<file path="config.mk">
export PLATFORM = sky130hd
export DESIGN_NAME = sbc_device_flat
export DESIGN_NICKNAME = d
export VERILOG_FILES = /design/src/hw/sbc_pkg.sv /design/src/hw/sbc_if.sv /design/src/hw/sbc_device.sv /design/src/flat_wrapper.sv
export VERILOG_INCLUDE_DIRS = /design/src /design/src/hw
export SDC_FILE = /design/constraint.sdc
export NUM_CORES = 1
export LEC_CHECK = 0
export ABC_AREA = 1
export BUFFER_PORTS_ARGS = -buffer_cell sky130_fd_sc_hd__buf_2
export CAP_MARGIN = 5
export CORE_UTILIZATION = 30
export DETAILED_ROUTE_END_ITERATION = 8
export GPL_TIMING_DRIVEN = 0
export MAX_ROUTING_LAYER = met4
export SYNTH_ARGS = -nofsm -noshare
export SYNTH_HDL_FRONTEND = slang
export SYNTH_SLANG_ARGS = --single-unit
</file>
<file path="constraint.sdc">
create_clock -name clk -period 6.4 [get_ports clk]
set_input_delay 1.28 -clock clk [delete_from_list [all_inputs] [get_ports clk]]
set_output_delay 1.28 -clock clk [all_outputs]
set_load 0.005 [all_outputs]
</file>
<file path="src/hw/sbc_defs.svh">
`ifndef SBC_DEFS_SVH
`define SBC_DEFS_SVH

// ----------------------------------------------------------------
// Register map
// ----------------------------------------------------------------
`define SBC_ADDR_STATUS  16'hFFA3
`define SBC_ADDR_SELECT  16'hFFA4
`define SBC_ADDR_MOC     16'hFFA2
`define SBC_ADDR_PCC     16'hFFFB
`define SBC_ADDR_RCM     16'hFFA0
`define SBC_ADDR_MCM     16'hFFA1

// ----------------------------------------------------------------
// Field positions
// ----------------------------------------------------------------
`define SBC_BIT_MAIN_OFF   7
`define SBC_BIT_CPU_SEL    7
`define SBC_BIT_SUB_SEL    4
`define SBC_BIT_RING_OFF   0
`define SBC_BIT_PERIPH_SEL 0
`define SBC_SELECT_W       3

// ----------------------------------------------------------------
// Reset values
// ----------------------------------------------------------------
`define SBC_RST_STATUS  8'h00
`define SBC_RST_SELECT  3'h5
`define SBC_RST_MOC     1'h1
`define SBC_RST_PCC     1'h1

// ----------------------------------------------------------------
// Timing counts, in main oscillator cycles or ring periods
// ----------------------------------------------------------------
`define SBC_TH11       17'h00800
`define SBC_TH13       17'h02000
`define SBC_TH14       17'h04000
`define SBC_TH15       17'h08000
`define SBC_TH16       17'h10000
`define SBC_RING_HOLD  5'h11

`endif

</file>
<file path="src/hw/sbc_pkg.sv">
`default_nettype none
package sbc_pkg;

    typedef enum logic [1:0]
    {
        SRC_MAIN = 2'h0,
        SRC_RING = 2'h1,
        SRC_SUB  = 2'h2
    } sbc_src_type;

    typedef enum logic [2:0]
    {
        ST_RUN       = 3'h0,
        ST_HALT      = 3'h1,
        ST_STOP      = 3'h2,
        ST_SETTLE    = 3'h3,
        ST_RING_HOLD = 3'h4
    } sbc_state_type;

endpackage : sbc_pkg
`default_nettype wire

</file>
<file path="src/hw/sbc_if.sv">
`default_nettype none
interface sbc_if;
    logic [15:0]         addr;
    logic [7:0]          wdata;
    logic                wr;
    logic                rd;
    logic [7:0]          rdata;
    logic                halt_req;
    logic                stop_req;
    logic                irq;
    logic                cpu_clk_en;
    sbc_pkg::sbc_src_type cpu_clk_src;

    modport device
    (
        input  addr, wdata, wr, rd, halt_req, stop_req, irq,
        output rdata, cpu_clk_en, cpu_clk_src
    );

    modport cpu
    (
        output addr, wdata, wr, rd, halt_req, stop_req, irq,
        input  rdata, cpu_clk_en, cpu_clk_src
    );
endinterface : sbc_if
`default_nettype wire

</file>
<file path="src/hw/sbc_device.sv">
`include "sbc_defs.svh"
`default_nettype none
module sbc_device
#(
    parameter logic [16:0] TH11 = `SBC_TH11,
    parameter logic [16:0] TH13 = `SBC_TH13,
    parameter logic [16:0] TH14 = `SBC_TH14,
    parameter logic [16:0] TH15 = `SBC_TH15,
    parameter logic [16:0] TH16 = `SBC_TH16
)
(
    // Clock and reset
    input  wire logic clk,
    input  wire logic arst_n,
    // Link to the CPU
    sbc_if.device     bus,
    // Oscillator side
    input  wire logic xtal_tick,
    input  wire logic ring_tick,
    input  wire logic ring_stoppable,
    output logic      main_osc_en,
    output logic      ring_oscillator_en,
    output logic      periph_clk_select,
    output logic [2:0] standby_state
);

    // ----------------------------------------------------------------
    // State and registers
    // ----------------------------------------------------------------
    sbc_pkg::sbc_state_type state_reg;
    sbc_pkg::sbc_state_type state_next;
    sbc_pkg::sbc_src_type   src_reg;
    logic [16:0]            cnt_reg;
    logic                   limit_reg;
    logic [4:0]             ring_cnt_reg;
    logic [2:0]             select_reg;
    logic                   main_off_reg;
    logic                   cpu_sel_reg;
    logic                   sub_sel_reg;
    logic                   ring_off_reg;
    logic                   periph_sel_reg;
    logic                   ring_lock_reg;
    logic                   strap_reg;
    logic                   strap_done_reg;
    logic [7:0]             rdata_reg;

    // ----------------------------------------------------------------
    // Decode
    // ----------------------------------------------------------------
    wire logic in_run     = (state_reg == sbc_pkg::ST_RUN);
    wire logic wr_ok      = bus.wr && in_run;
    wire logic wr_select  = wr_ok && (bus.addr == `SBC_ADDR_SELECT);
    wire logic wr_moc     = wr_ok && (bus.addr == `SBC_ADDR_MOC);
    wire logic wr_pcc     = wr_ok && (bus.addr == `SBC_ADDR_PCC);
    wire logic wr_rcm     = wr_ok && (bus.addr == `SBC_ADDR_RCM);
    wire logic wr_mcm     = wr_ok && (bus.addr == `SBC_ADDR_MCM);

    wire sbc_pkg::sbc_src_type live_src = sbc_pkg::sbc_src_type'(
        sub_sel_reg ? sbc_pkg::SRC_SUB :
        cpu_sel_reg ? sbc_pkg::SRC_RING : sbc_pkg::SRC_MAIN);

    // Stop from the subsystem clock is not allowed, so it is dropped here too
    wire logic stop_go = in_run && bus.stop_req && (live_src != sbc_pkg::SRC_SUB);
    wire logic halt_go = in_run && bus.halt_req && !bus.stop_req;

    wire logic clr_cnt = stop_go
        || (wr_moc && bus.wdata[`SBC_BIT_MAIN_OFF])
        || (wr_pcc && bus.wdata[`SBC_BIT_CPU_SEL]);

    // Prohibited codes fall back to the longest wait, the safe side
    wire logic [16:0] sel_th =
        (select_reg == 3'h1) ? TH11 :
        (select_reg == 3'h2) ? TH13 :
        (select_reg == 3'h3) ? TH14 :
        (select_reg == 3'h4) ? TH15 : TH16;

    wire logic [16:0] cnt_cap  = limit_reg ? sel_th : TH16;
    // Only real oscillator ticks count, so the start-up gap is excluded
    wire logic cnt_en = xtal_tick && main_osc_en && (cnt_reg < cnt_cap);
    wire logic settled = (cnt_reg >= sel_th);

    wire logic [7:0] status_val =
    {
        3'h0,
        cnt_reg >= TH11,
        cnt_reg >= TH13,
        cnt_reg >= TH14,
        cnt_reg >= TH15,
        cnt_reg >= TH16
    };

    wire logic [7:0] rd_mux =
        (bus.addr == `SBC_ADDR_STATUS) ? status_val :
        (bus.addr == `SBC_ADDR_SELECT) ? {5'h0, select_reg} :
        (bus.addr == `SBC_ADDR_MOC)    ? {main_off_reg, 7'h0} :
        (bus.addr == `SBC_ADDR_PCC)    ? {cpu_sel_reg, 2'h0, sub_sel_reg, 4'h0} :
        (bus.addr == `SBC_ADDR_RCM)    ? {7'h0, ring_off_reg} :
        (bus.addr == `SBC_ADDR_MCM)    ? {7'h0, periph_sel_reg} : 8'h00;

    wire logic ring_done = ring_tick && (ring_cnt_reg == (`SBC_RING_HOLD - 5'h1));

    // ----------------------------------------------------------------
    // Standby sequencer
    // ----------------------------------------------------------------
    always_comb
    begin
        state_next = state_reg;
        case (state_reg)
            sbc_pkg::ST_RUN:
            begin
                if (stop_go)
                    state_next = sbc_pkg::ST_STOP;
                else if (halt_go)
                    state_next = sbc_pkg::ST_HALT;
            end
            sbc_pkg::ST_HALT:
            begin
                if (bus.irq)
                    state_next = sbc_pkg::ST_RUN;
            end
            sbc_pkg::ST_STOP:
            begin
                if (bus.irq && src_reg == sbc_pkg::SRC_RING)
                    state_next = sbc_pkg::ST_RING_HOLD;
                else if (bus.irq)
                    state_next = sbc_pkg::ST_SETTLE;
            end
            sbc_pkg::ST_SETTLE:
            begin
                if (settled)
                    state_next = sbc_pkg::ST_RUN;
            end
            sbc_pkg::ST_RING_HOLD:
            begin
                if (ring_done)
                    state_next = sbc_pkg::ST_RUN;
            end
            default:
                state_next = sbc_pkg::ST_RUN;
        endcase
    end

    always_ff @(posedge clk or negedge arst_n)
    begin
        if (!arst_n)
        begin
            state_reg <= sbc_pkg::ST_RUN;
            src_reg   <= sbc_pkg::SRC_RING;
        end
        else
        begin
            state_reg <= state_next;
            if (stop_go || halt_go)
                src_reg <= live_src;
        end
    end

    // ----------------------------------------------------------------
    // Settle counter
    // ----------------------------------------------------------------
    always_ff @(posedge clk or negedge arst_n)
    begin
        if (!arst_n)
        begin
            cnt_reg   <= 17'h0;
            limit_reg <= 1'b0;
        end
        else if (clr_cnt)
        begin
            cnt_reg   <= 17'h0;
            limit_reg <= stop_go;
        end
        else if (cnt_en)
            cnt_reg <= cnt_reg + 17'h1;
    end

    always_ff @(posedge clk or negedge arst_n)
    begin
        if (!arst_n)
            ring_cnt_reg <= 5'h0;
        else if (state_reg != sbc_pkg::ST_RING_HOLD)
            ring_cnt_reg <= 5'h0;
        else if (ring_tick)
            ring_cnt_reg <= ring_cnt_reg + 5'h1;
    end

    // ----------------------------------------------------------------
    // Clock control registers
    // ----------------------------------------------------------------
    always_ff @(posedge clk or negedge arst_n)
    begin
        if (!arst_n)
        begin
            select_reg     <= `SBC_RST_SELECT;
            main_off_reg   <= `SBC_RST_MOC;
            cpu_sel_reg    <= `SBC_RST_PCC;
            sub_sel_reg    <= 1'b0;
            ring_off_reg   <= 1'b0;
            periph_sel_reg <= 1'b0;
        end
        else
        begin
            if (wr_select)
                select_reg <= bus.wdata[`SBC_SELECT_W-1:0];
            if (wr_moc)
                main_off_reg <= bus.wdata[`SBC_BIT_MAIN_OFF];
            if (wr_pcc)
            begin
                cpu_sel_reg <= bus.wdata[`SBC_BIT_CPU_SEL];
                sub_sel_reg <= bus.wdata[`SBC_BIT_SUB_SEL];
            end
            if (wr_rcm)
                ring_off_reg <= bus.wdata[`SBC_BIT_RING_OFF];
            if (wr_mcm)
                periph_sel_reg <= bus.wdata[`SBC_BIT_PERIPH_SEL];
        end
    end

    // Mask option strap is caught after reset release, never in the reset branch
    always_ff @(posedge clk or negedge arst_n)
    begin
        if (!arst_n)
        begin
            strap_reg      <= 1'b0;
            strap_done_reg <= 1'b0;
        end
        else if (!strap_done_reg)
        begin
            strap_reg      <= ring_stoppable;
            strap_done_reg <= 1'b1;
        end
    end

    wire logic ring_stop_req = ring_off_reg && strap_reg && strap_done_reg;

    always_ff @(posedge clk or negedge arst_n)
    begin
        if (!arst_n)
            ring_lock_reg <= 1'b0;
        else if (stop_go)
            ring_lock_reg <= !ring_stop_req;
        else if (in_run)
            ring_lock_reg <= 1'b0;
    end

    always_ff @(posedge clk or negedge arst_n)
    begin
        if (!arst_n)
            rdata_reg <= 8'h00;
        else if (bus.rd)
            rdata_reg <= rd_mux;
    end

    // ----------------------------------------------------------------
    // Outputs
    // ----------------------------------------------------------------
    // Main crystal halts in stop whatever the CPU clock; ring is untouched
    assign main_osc_en = !main_off_reg && (state_reg != sbc_pkg::ST_STOP);
    assign ring_oscillator_en = ring_lock_reg || !ring_stop_req;
    assign periph_clk_select = periph_sel_reg;
    assign standby_state     = state_reg;
    assign bus.cpu_clk_en    = in_run;
    assign bus.cpu_clk_src   = sbc_pkg::sbc_src_type'(in_run ? live_src : src_reg);
    assign bus.rdata         = rdata_reg;

endmodule : sbc_device
`default_nettype wire

</file>
<file path="src/flat_wrapper.sv">
// flat-port wrapper written by rule: the top's interface ports become plain ports
module sbc_device_flat 
#(
    parameter logic [16:0] TH11 = `SBC_TH11,
    parameter logic [16:0] TH13 = `SBC_TH13,
    parameter logic [16:0] TH14 = `SBC_TH14,
    parameter logic [16:0] TH15 = `SBC_TH15,
    parameter logic [16:0] TH16 = `SBC_TH16
)
  (clk, arst_n, xtal_tick, ring_tick, ring_stoppable, main_osc_en, ring_oscillator_en, periph_clk_select, standby_state, bus_addr, bus_wdata, bus_wr, bus_rd, bus_halt_req, bus_stop_req, bus_irq, bus_rdata, bus_cpu_clk_en, bus_cpu_clk_src);
  sbc_if bus_i ();
  input  wire logic clk;
  input  wire logic arst_n;
  input  wire logic xtal_tick;
  input  wire logic ring_tick;
  input  wire logic ring_stoppable;
  output logic main_osc_en;
  output logic ring_oscillator_en;
  output logic periph_clk_select;
  output logic [2:0] standby_state;
  input wire logic [$bits(bus_i.addr)-1:0] bus_addr;
  input wire logic [$bits(bus_i.wdata)-1:0] bus_wdata;
  input wire logic [$bits(bus_i.wr)-1:0] bus_wr;
  input wire logic [$bits(bus_i.rd)-1:0] bus_rd;
  input wire logic [$bits(bus_i.halt_req)-1:0] bus_halt_req;
  input wire logic [$bits(bus_i.stop_req)-1:0] bus_stop_req;
  input wire logic [$bits(bus_i.irq)-1:0] bus_irq;
  output wire logic [$bits(bus_i.rdata)-1:0] bus_rdata;
  output wire logic [$bits(bus_i.cpu_clk_en)-1:0] bus_cpu_clk_en;
  output wire logic [$bits(bus_i.cpu_clk_src)-1:0] bus_cpu_clk_src;
  assign bus_i.addr = bus_addr;
  assign bus_i.wdata = bus_wdata;
  assign bus_i.wr = bus_wr;
  assign bus_i.rd = bus_rd;
  assign bus_i.halt_req = bus_halt_req;
  assign bus_i.stop_req = bus_stop_req;
  assign bus_i.irq = bus_irq;
  assign bus_rdata = bus_i.rdata;
  assign bus_cpu_clk_en = bus_i.cpu_clk_en;
  assign bus_cpu_clk_src = bus_i.cpu_clk_src;
  sbc_device #(.TH11(TH11), .TH13(TH13), .TH14(TH14), .TH15(TH15), .TH16(TH16)) u_core (.clk(clk), .arst_n(arst_n), .bus(bus_i), .xtal_tick(xtal_tick), .ring_tick(ring_tick), .ring_stoppable(ring_stoppable), .main_osc_en(main_osc_en), .ring_oscillator_en(ring_oscillator_en), .periph_clk_select(periph_clk_select), .standby_state(standby_state));
endmodule
</file>
### Yosys cells after proc, flatten, opt, wreduce, memory -nomap -nowiden

Cells that the tools add are included.

| storage, ports and cells | value |
|---|---|
| register bits after elaboration | 47 |
| input bits | 34 |
| word-level logic and storage cells | 107 |

| cells by class | value |
|---|---|
| add/subtract/negate cells | 2 |
| order comparisons | 7 |
| eq/ne operators | 24 |
| multiplexer cells | 28 |
| reductions and logical operators | 31 |

Operator list:

| operator | count |
|---|---|
| $mux W17 | 7 |
| $eq A16 B16 Y1 const B | 6 |
| $mux W8 | 5 |
| $mux W3 | 7 |
| $logic_and A1 B1 Y1 | 19 |
| $add A17 B1 Y17 const B | 1 |
| $ge A17 B12 Y1 const B | 1 |
| $ge A17 B14 Y1 const B | 1 |
| $ge A17 B15 Y1 const B | 1 |
| $ge A17 B16 Y1 const B | 1 |
| $ge A17 B17 Y1 | 1 |
| $ge A17 B17 Y1 const B | 1 |
| $lt A17 B17 Y1 | 1 |
| $pmux W3 S5 | 1 |
| $eq A3 B2 Y1 const B | 4 |
| $mux W5 | 2 |
| $eq A3 B1 Y1 const B | 2 |
| $eq A3 B3 Y1 const B | 2 |
| $ne A3 B2 Y1 const B | 2 |
| $ne A3 B3 Y1 const B | 2 |
| $reduce_bool A2 Y1 | 3 |
| $add A5 B1 Y5 const B | 1 |
| $eq A5 B5 Y1 const B | 1 |
| $reduce_and A5 Y1 | 1 |
| other kinds (8) | 19 |

### Logic depth before layout (Yosys ltp)

Gate-level depths: netlist of the first run.

| logic depth | value |
|---|---|
| depth after elaboration | 10 |
| depth in mapped cells | 14 |
| depth with buffers taken out | 14 |

### Worst setup path after synthesis of the first run

OpenSTA, ideal clock, no wires.

| path | value |
|---|---|
| path kind | input-to-reg |
| from | input bus_addr[2] |
| to | register u_core.cnt_reg[13] |
| setup time | 117 ps |
| arrival | 2228 ps |
| required time | 6283 ps |
| setup slack | 4055 ps |
| stages on the path | 9 |
| path buffers | 1 |
| cell sequence | nor2_1 > inv_1 > nor2_2 > nand4_4 > inv_2 > nor2_4 > buf_8 > nand3_2 > nand2_1 |

| between the ends | value |
|---|---|
| cells in the longest elaborated chain, start to end | 6 |
| elaborated cells on any way between the ends | 10 |
| those cells by class | eq/ne (2); mux (1); reduce/logical (7) |

Ends and longest elaborated chain:

| what | line | text |
|---|---|---|
| from (decl) | flat_wrapper.sv:21 | `input wire logic [$bits(bus_i.addr)-1:0] bus_addr;` |
| $eq A16 B16 Y1 (no line) | - |  |
| $logic_and A1 B1 Y1 | sbc_device.sv:53 | `` wire logic wr_moc = wr_ok && (bus.addr == `SBC_ADDR_MOC); `` |
| $logic_and A1 B1 Y1 | sbc_device.sv:67 | `` \|\| (wr_moc && bus.wdata[`SBC_BIT_MAIN_OFF]) `` |
| $logic_or A1 B1 Y1 | sbc_device.sv:66 | `wire logic clr_cnt = stop_go` |
| $logic_or A1 B1 Y1 (*) | sbc_device.sv:66 |  |
| $mux W17 / $reduce_bool A2 Y1 (equally long branches) | - |  |
| to (signal assigned) | sbc_device.sv:174 | `cnt_reg <= cnt_reg + 17'h1;` |
| to (decl) | sbc_device.sv:33 | `logic [16:0] cnt_reg;` |

Every way passes the cells marked *; elsewhere a longest branch is shown, timed or not.
A chain may end at the register's enable or synchronous reset.

### Worst setup path in the final report of the first run

| path | value |
|---|---|
| from | register u_core.state_reg[2] (netlist: u_core.standby_state[2]) |
| to | output bus_cpu_clk_src[0] |

| between the ends | value |
|---|---|
| cells in the longest elaborated chain, start to end | 2 |

Ends and longest elaborated chain:

| what | line | text |
|---|---|---|
| from (decl) | sbc_device.sv:30 | `sbc_pkg::sbc_state_type state_reg;` |
| from (signal assigned) | sbc_device.sv:147 | `state_reg <= sbc_pkg::ST_RUN;` |
| from (signal assigned) | sbc_device.sv:152 | `state_reg <= state_next;` |
| $logic_not A3 Y1 | sbc_device.sv:50 | `wire logic in_run = (state_reg == sbc_pkg::ST_RUN);` |
| $mux W2 | sbc_device.sv:263 | `assign bus.cpu_clk_src = sbc_pkg::sbc_src_type'(in_run ? live_src : src_reg);` |
| to (decl) | flat_wrapper.sv:30 | `output wire logic [$bits(bus_i.cpu_clk_src)-1:0] bus_cpu_clk_src;` |

No other way between the ends.

==> results.sh, run 1 <==
export IMPL_cts_setup_buffers=0
export IMPL_setup_worst_path_end_class="primary output"
export IMPL_synth_mux_area_frac=0.0143
export IMPL_grt_use_total=0.144
export IMPL_syn_avg_cell_area_um2=6.99
export IMPL_port_buffers=45
export IMPL_final_layout_size_suffix_gt1_frac=0.202
export IMPL_synth_top_area_share=0.317
export IMPL_tns_ps=0
export IMPL_drc=0
export IMPL_slew_limit_headroom=0.319
export IMPL_dr_wl_met3_um=267
export IMPL_synth_distinct_cells=34
export IMPL_hpwl_um=5630
export IMPL_pwr_density_cell_nw_per_um2=211
export IMPL_critPathMaxFanout=7
export IMPL_ios=51
export IMPL_place_congestion=0.871
export IMPL_core_area_um2=10300
export IMPL_rows=37
export IMPL_seq_power_share=0.431
export IMPL_synth_seq_cells=45
export IMPL_critPathArrivalTime_ps=1470
export IMPL_first_pass_iters=4
export IMPL_n_fill_cell=1092
export IMPL_largest_reg_flops=17
export IMPL_fin_crit_ps=2750
export IMPL_cts_root_buf="clkbuf_8"
export IMPL_synthToLayoutAreaGrowth_pct=15.5
export IMPL_syn_inst=452
export IMPL_netSwitchingFraction=0.371
export IMPL_pwr_share_comb=0.333
export IMPL_synth_warnings=0
export IMPL_dieArea_um2=10900
export IMPL_grt_max_degree=46
export IMPL_critPathKind="reg -> out"
export IMPL_wl_met2_um=3220
export IMPL_drtAntennaViolNets=0
export IMPL_grt_pass1_vias=2778
export IMPL_status="finished, final reports clean"
export IMPL_synthTopCellsByArea="dfrtp_1 32%, nand2_1 15%, nor2_1 7.7%, inv_1 6.2%, nand3_1 5.5%"
export IMPL_grt_pass1_wl_um=12700
export IMPL_synth_top_cell_by_area="dfrtp_1"
export IMPL_layout_setup_ws_ps=3650
export IMPL_internal_power_mw=0.485
export IMPL_worstMarginPinSlew_ps=1020
export IMPL_p_leak_nw=1.82
export IMPL_clockBufferDepth=2
export IMPL_die_w_um=105
export IMPL_antenna_found_initial=0
export IMPL_cts_resized=0
export IMPL_antenna_cells=0
export IMPL_start_kind="flip-flop"
export IMPL_power_mw=0.771
export IMPL_clkPwrFrac=0.236
export IMPL_dp_slack_ps=3750
export IMPL_wl_met1_um=3560
export IMPL_slew_viol_final=0
export IMPL_worstHoldPathType="reg -> reg"
export IMPL_wl_um=7120
export IMPL_viasPerCell=4.60
export IMPL_max_freq_mhz=364
export IMPL_grt_ovfl_total=0
export IMPL_top_layer_used="met4"
export IMPL_cts_tree="done"
export IMPL_vias=2952
export IMPL_synth_adder_area_share=0.0515
export IMPL_die_h_um=105
export IMPL_setup_viol=0
export IMPL_synthSimpleGateAreaFrac=0.416
export IMPL_fin_nets=552
export IMPL_irDropWorstVdd_mv=0.0967
export IMPL_required_ps=5120
export IMPL_r2r_slack_ps=3910
export IMPL_clk_latency_ps=290
export IMPL_hold_slack_ps=466
export IMPL_clk_pin_slew_worst_paths_ps=80
export IMPL_drt_iter0_drc=138
export IMPL_post_drt_wl_per_cell_um=11.1
export IMPL_fin_crit_sh=0.429
export IMPL_cap_violations=0
export IMPL_syn_cell_area_um2=3160
export IMPL_synth_compound_area_frac=0.0650
export IMPL_skew_ps=2.42
export IMPL_synth_top_family_by_area="simple AND/OR/NAND/NOR gates"
export IMPL_cts_hold_buf=0
export IMPL_ys_seq_area_frac=0.358
export IMPL_rsz0062_at_grt="false"
export IMPL_synth_xor_area_frac=0.00554
export IMPL_finalHoldViolCount=0
export IMPL_p_sw_mw=0.286
export IMPL_initial_core_util=0.307
export IMPL_h_tree_depth=2
export IMPL_cts_made_buffers=5
export IMPL_cts_sinks=45
## Yosys cell counts
cell      number
conb_1         2
nand2_1      129
inv_1         52
nand3_1       35
nand2_4        2
nor3b_1        2
nand4_1       11
nand2_2        5
buf_4          5
a21oi_1       13
or2_2          1
nor3_2         1
nand3_4        1
o21bai_1       1
ha_1          13
dfrtp_1       40
nor2_1        65
xor2_1         2
a21oi_2        1
a31oi_1        1
nor2_4         3
nor2_8         1
o22ai_1        2
o21ai_0       20
nand4_4        1
inv_2          6
buf_8          1
nor3_1        12
o21ai_1        1
buf_2          1
dfstp_2        5
nand3_2        6
nor2_2         7
mux2_2         4
## per-layer routing
metal | vias to the layer above | track usage
met1 | 1331 | 0.190
met2 | 67 | 0.235
met3 | 9 | 0.0218
met4 | 0 | 0.0322
li1 | 1545 | -
met5 | - | -
## layout make-up
class / instances / area, um2 / share of cell area
sequential: 45 / 1130 / 0.310
clock buffer: 8 / 90.1 / 0.0247
inverter: 58 / 218 / 0.0597
buffer: 7 / 57.6 / 0.0158
multi-input combinational: 343 / 1760 / 0.481
tap: 136 / 170 / 0.0466
timing repair buffer: 45 / 225 / 0.0617
## critical path, cell delays in order, from the launching register on
cell and delay [ps]:
dfrtp_1 440, nor2_4 200, nand2_4 110, inv_2 140, nand2_1 60, o21ai_0 80, buf_2 140
## worst paths after layout
check	startpoint	to	cells after the start
setup / recovery	u_core.standby_state[2]$_DFFE_PN0P_	bus_cpu_clk_src[0]	6
hold / removal	u_core.strap_done_reg$_DFF_PN0_	u_core.strap_reg$_DFFE_PN0N_	1
setup reg to reg	u_core.select_reg[2]$_DFFE_PN1P_	u_core.cnt_reg[3]$_DFFE_PN0P_	12
hold reg to reg	u_core.strap_done_reg$_DFF_PN0_	u_core.strap_reg$_DFFE_PN0N_	1
max in group asynchronous	arst_n	u_core.bus.rdata[2]$_DFFE_PN0P_	1
min in group asynchronous	arst_n	u_core.ring_cnt_reg[2]$_DFFE_PN0P_	1
## placed cells by master, fill, tap and decap left out
cell type	synthesis	routed
a21oi_1	13	13
a21oi_2	1	1
a31oi_1	1	1
buf_2	1	46
buf_4	5	5
buf_8	1	1
clkbuf_1	0	2
clkbuf_8	0	6
conb_1	2	3
dfrtp_1	40	40
dfstp_2	5	5
ha_1	13	13
inv_1	52	52
inv_2	6	6
mux2_2	4	4
nand2_1	129	129
nand2_2	5	5
nand2_4	2	2
nand3_1	35	35
nand3_2	6	6
nand3_4	1	1
nand4_1	11	11
nand4_4	1	1
nor2_1	65	65
nor2_2	7	7
nor2_4	3	3
nor2_8	1	1
nor3_1	12	12
nor3_2	1	1
nor3b_1	2	2
o21ai_0	20	20
o21ai_1	1	1
o21bai_1	1	1
o22ai_1	2	2
or2_2	1	1
xor2_1	2	2
## power groups by stage
stage	Clock (mW)	Sequential [mW]	Combinational, mW
final	0.182	0.332	0.256
after floorplan	0	0.333	0.187
after detailed placement	0	0.338	0.258
after global routing	0.203	0.338	0.292
after CTS	0.191	0.333	0.259
after global placement	0	0.338	0.256
## through the flow
stage          utilization  area (um2)  std cells
2_1_floorplan            -        3160        453
3_3_place_gp         0.346        3560        634
3_5_place_dp         0.346        3560        634
4_1_cts              0.355        3650        642
5_1_grt              0.355        3650        642
6_report             0.355        3650        642
## logic make-up (layout without fill, tap and decap cells)
group	Yosys count	count (layout)
simple gates	282	282
buf+inv	65	118
flops	45	45
compound gates	39	39
fa+ha+maj	13	13
mux	4	4
other cells	2	3
xor+xnor	2	2
(Power assumes the default switching activity.)
==> inputs of run 2 (changes only) <==
- ABC_AREA: 1 -> 0
- clock period: 6.4 -> 2.32 ns (I/O delays scaled with it)
==> run 2 against run 1 <==
Highest routed layer unchanged. First-iteration DRC count shrank 32%. Utilization up 3.4 points. Critical path type is now reg -> reg. The run now ends with setup timing left. Worst hold slack worse by 120 ps. Final cell count is 26% lower. Design area down 1.9%. Sequential power grew to 2.8 times the previous value. Wire length shrank 6.3%. Power rose to 2.8 times the previous value. Clock power grew to 2.9 times the previous value. Flip-flop and latch count unchanged. Critical path depth up 2. Combinational power increased to 2.5 times the previous value.
==> results.sh, run 2 <==
export IMPL_status="finished, violations left"
export IMPL_violations="setup timing"
export IMPL_top_usage_layer="met2"
export IMPL_dp_slack_ps=-412
export IMPL_required_ps=2550
export IMPL_met1_usage=0.176
export IMPL_path_cells="or3b_4 -> or2_4 -> ha_4 -> a211o_1 -> o211ai_1 -> nand3_2 -> or4_1 -> a21oi_1"
export IMPL_cpLargestDelayFamily="simple AND/OR/NAND/NOR gates"
export IMPL_final_layout_size_suffix_gt1_frac=0.355
export IMPL_viasPerCell=5.19
export IMPL_cpPeakStageDelay_ps=490
export IMPL_max_freq_mhz=391
export IMPL_final_cell_mix="44 x buf_2, 39 x dfrtp_1, 28 x nor2_1"
export IMPL_drc=0
export IMPL_die_w_um=99.3
export IMPL_port_buffers=43
export IMPL_slew_limit_headroom=0.310
export IMPL_largest_reg_flops=17
export IMPL_place_congestion=0.833
export IMPL_synth_warnings=0
export IMPL_die_h_um=99.3
export IMPL_grt_pass1_vias=2400
export IMPL_critPathKind="reg -> reg"
export IMPL_synth_edf_count=0
export IMPL_h_tree_depth=2
export IMPL_hpwl_um=4890
export IMPL_ys_flop_type="dfrtp_1"
export IMPL_core_area_um2=9200
export IMPL_grt_use_total=0.147
export IMPL_vias=2474
export IMPL_rows=35
export IMPL_grt_pass1_wl_um=11200
export IMPL_place_area_um2=3300
export IMPL_clk_latency_ps=300
export IMPL_pwr_density_cell_nw_per_um2=594
export IMPL_syn_inst=302
export IMPL_syn_avg_cell_area_um2=9.40
export IMPL_wl_um=6670
export IMPL_start_kind="flip-flop"
export IMPL_synthTopCellsByArea="dfrtp_1 35%, ha_1 5.7%, dfstp_2 4.6%, mux2_2 4.4%, nor2_1 3.8%"
export IMPL_drtAntennaViolNets=0
export IMPL_rr_startpoint="u_core.select_reg[2]$_DFFE_PN1P_"
export IMPL_synth_top_cell_by_area="dfrtp_1"
export IMPL_cts_root_buf="clkbuf_8"
export IMPL_antenna_found_initial=0
export IMPL_critPathMaxFanout=6
export IMPL_critPathArrivalTime_ps=2780
export IMPL_n_fill_cell=919
export IMPL_drt_iter0_drc=94
export IMPL_ios=51
export IMPL_irDropWorstVdd_mv=0.264
export IMPL_fin_crit_sh=1.10
export IMPL_synth_most_common_cell="dfrtp_1"
export IMPL_clockBufferDepth=2
export IMPL_post_drt_wl_per_cell_um=14.0
export IMPL_synth_distinct_cells=61
export IMPL_cts_hold_buf=0
export IMPL_worstHoldPathType="in -> async"
export IMPL_fin_crit_ps=2560
export IMPL_first_pass_iters=4
export IMPL_grt_util_met3=0.0295
export IMPL_clk_pin_slew_worst_paths_ps=80
export IMPL_skew_ps=5.15
export IMPL_finalHoldViolCount=0
export IMPL_ys_seq_area_frac=0.399
export IMPL_grt_ovfl_total=0
export IMPL_tns_ps=-2030
export IMPL_initial_core_util=0.309
export IMPL_final_cell_area_um2=3580
export IMPL_cp_num_buf_inv=0
export IMPL_synthToLayoutAreaGrowth_pct=26.1
export IMPL_layout_setup_ws_ps=-236
export IMPL_use_met2=0.250
export IMPL_final_common_cell="buf_2"
export IMPL_synth_seq_cells=45
export IMPL_cts_made_buffers=5
export IMPL_r2r_slack_ps=-240
export IMPL_syn_cell_area_um2=2840
export IMPL_cts_tree="done"
export IMPL_grt_max_degree=46
export IMPL_antenna_cells=0
export IMPL_fin_nets=412
export IMPL_setup_viol=15
export IMPL_ys_top_cells_by_count="40 x dfrtp_1, 29 x nor2_1, 22 x nand2_1"
export IMPL_cap_violations=0
export IMPL_cts_sinks=45
export IMPL_dieArea_um2=9860
export IMPL_synth_async_reset_ratio=1.00
export IMPL_worstRegToRegCells=8
export IMPL_setup_worst_path_end_class="flip-flop"
export IMPL_crit_slowest_cell="or4_1"
export IMPL_worstMarginPinSlew_ps=1030
export IMPL_synth_top_area_share=0.353
export IMPL_slew_viol_final=0
export IMPL_p_leak_nw=1.50
export IMPL_worstReg2RegEnd="u_core.cnt_reg[16]$_DFFE_PN0P_"
export IMPL_rsz0062_at_grt="true"
==> run 2: cell count changes in the layout (fill, tap and decap cells not counted), sizes merged, moves of 5 or more <==
| cell | previous run | this run |
|---|---|---|
| nor4 | 0 | 8 |
| or2 | 1 | 6 |
| mux2 | 4 | 12 |
| xnor2 | 0 | 10 |
| or3 | 0 | 9 |
| nand3 | 42 | 12 |
| o21ai | 21 | 12 |
| nor3 | 13 | 8 |
| nor4b | 0 | 5 |
| nand2b | 0 | 5 |
| buf | 52 | 63 |
| nand2 | 136 | 22 |
| inv | 58 | 14 |
| nor2 | 76 | 29 |
==> run 2: power breakdown <==
part           internal, mW  switching (mW)
combinational         0.312           0.340
sequential            0.852          0.0885
clock                 0.269           0.264
==> run 2: cell families (layout without fill, tap and decap cells) <==
kind of cell    Yosys count  in the layout  synth area share
simple gates            140            140             0.285
compound gates           51             51             0.115
flops                    45             45             0.399
buf+inv                  23             86            0.0423
mux                      15             15            0.0582
fa+ha+maj                13             13            0.0573
xor+xnor                 13             13            0.0401
other cells               2              3           0.00265
==> run 2: per-layer routing <==
layer | vias to the layer above | wire [um]
li1 | 1237 | -
met1 | 1174 | 3030
met2 | 57 | 3250
met3 | 6 | 305
met4 | 0 | 82
met5 | - | 0
==> run 2: final cells by class <==
type | count | area [um2] | share of cell area
Multi-Input combinational cell | 235 | 1770 | 0.496
Sequential cell | 45 | 1130 | 0.317
Timing Repair Buffer | 56 | 317 | 0.0884
Tap cell | 111 | 139 | 0.0388
Clock buffer | 7 | 96.3 | 0.0269
Buffer | 8 | 57.6 | 0.0161
Inverter | 14 | 57.6 | 0.0161
Clock inverter | 1 | 5.00 | 0.00140
==> run 2: metrics by stage <==
stage / utilization / std cells / hold slack [ps] / power [mW]
6_report: 0.389 / 477 / 342 / 2.13
5_1_grt: 0.389 / 477 / 380 / 2.28
4_1_cts: 0.379 / 470 / 387 / 2.15
3_5_place_dp: 0.359 / 457 / 473 / 1.58
3_3_place_gp: 0.359 / 457 / 467 / 1.57
2_1_floorplan: - / 303 / 168 / 1.38
==> run 2: how the worst max path moves through the flow <==
| stage | from | endpoint | slack [ps] | cells past startpoint |
|---|---|---|---|---|
| 6_report | u_core.select_reg[2]$_DFFE_PN1P_ | u_core.cnt_reg[16]$_DFFE_PN0P_ | -240 | 8 |
| 5_1_grt | u_core.select_reg[2]$_DFFE_PN1P_ | u_core.cnt_reg[16]$_DFFE_PN0P_ | -350 | 8 |
| 4_1_cts | u_core.select_reg[2]$_DFFE_PN1P_ | u_core.cnt_reg[16]$_DFFE_PN0P_ | -230 | 8 |
| 3_5_place_dp | u_core.select_reg[0]$_DFFE_PN1P_ | u_core.cnt_reg[11]$_DFFE_PN0P_ | -410 | 9 |
| 3_3_place_gp | u_core.select_reg[0]$_DFFE_PN1P_ | u_core.cnt_reg[11]$_DFFE_PN0P_ | -380 | 9 |
| 2_1_floorplan | u_core.select_reg[2]$_DFFE_PN1P_ | u_core.cnt_reg[16]$_DFFE_PN0P_ | -190 | 9 |
==> run 2: what timing repair did <==
action	4_1_cts	5_1_grt
setup endpoints to repair	16	18
gates resized for setup	9	9
setup buffers	6	7
pin swaps	9	6
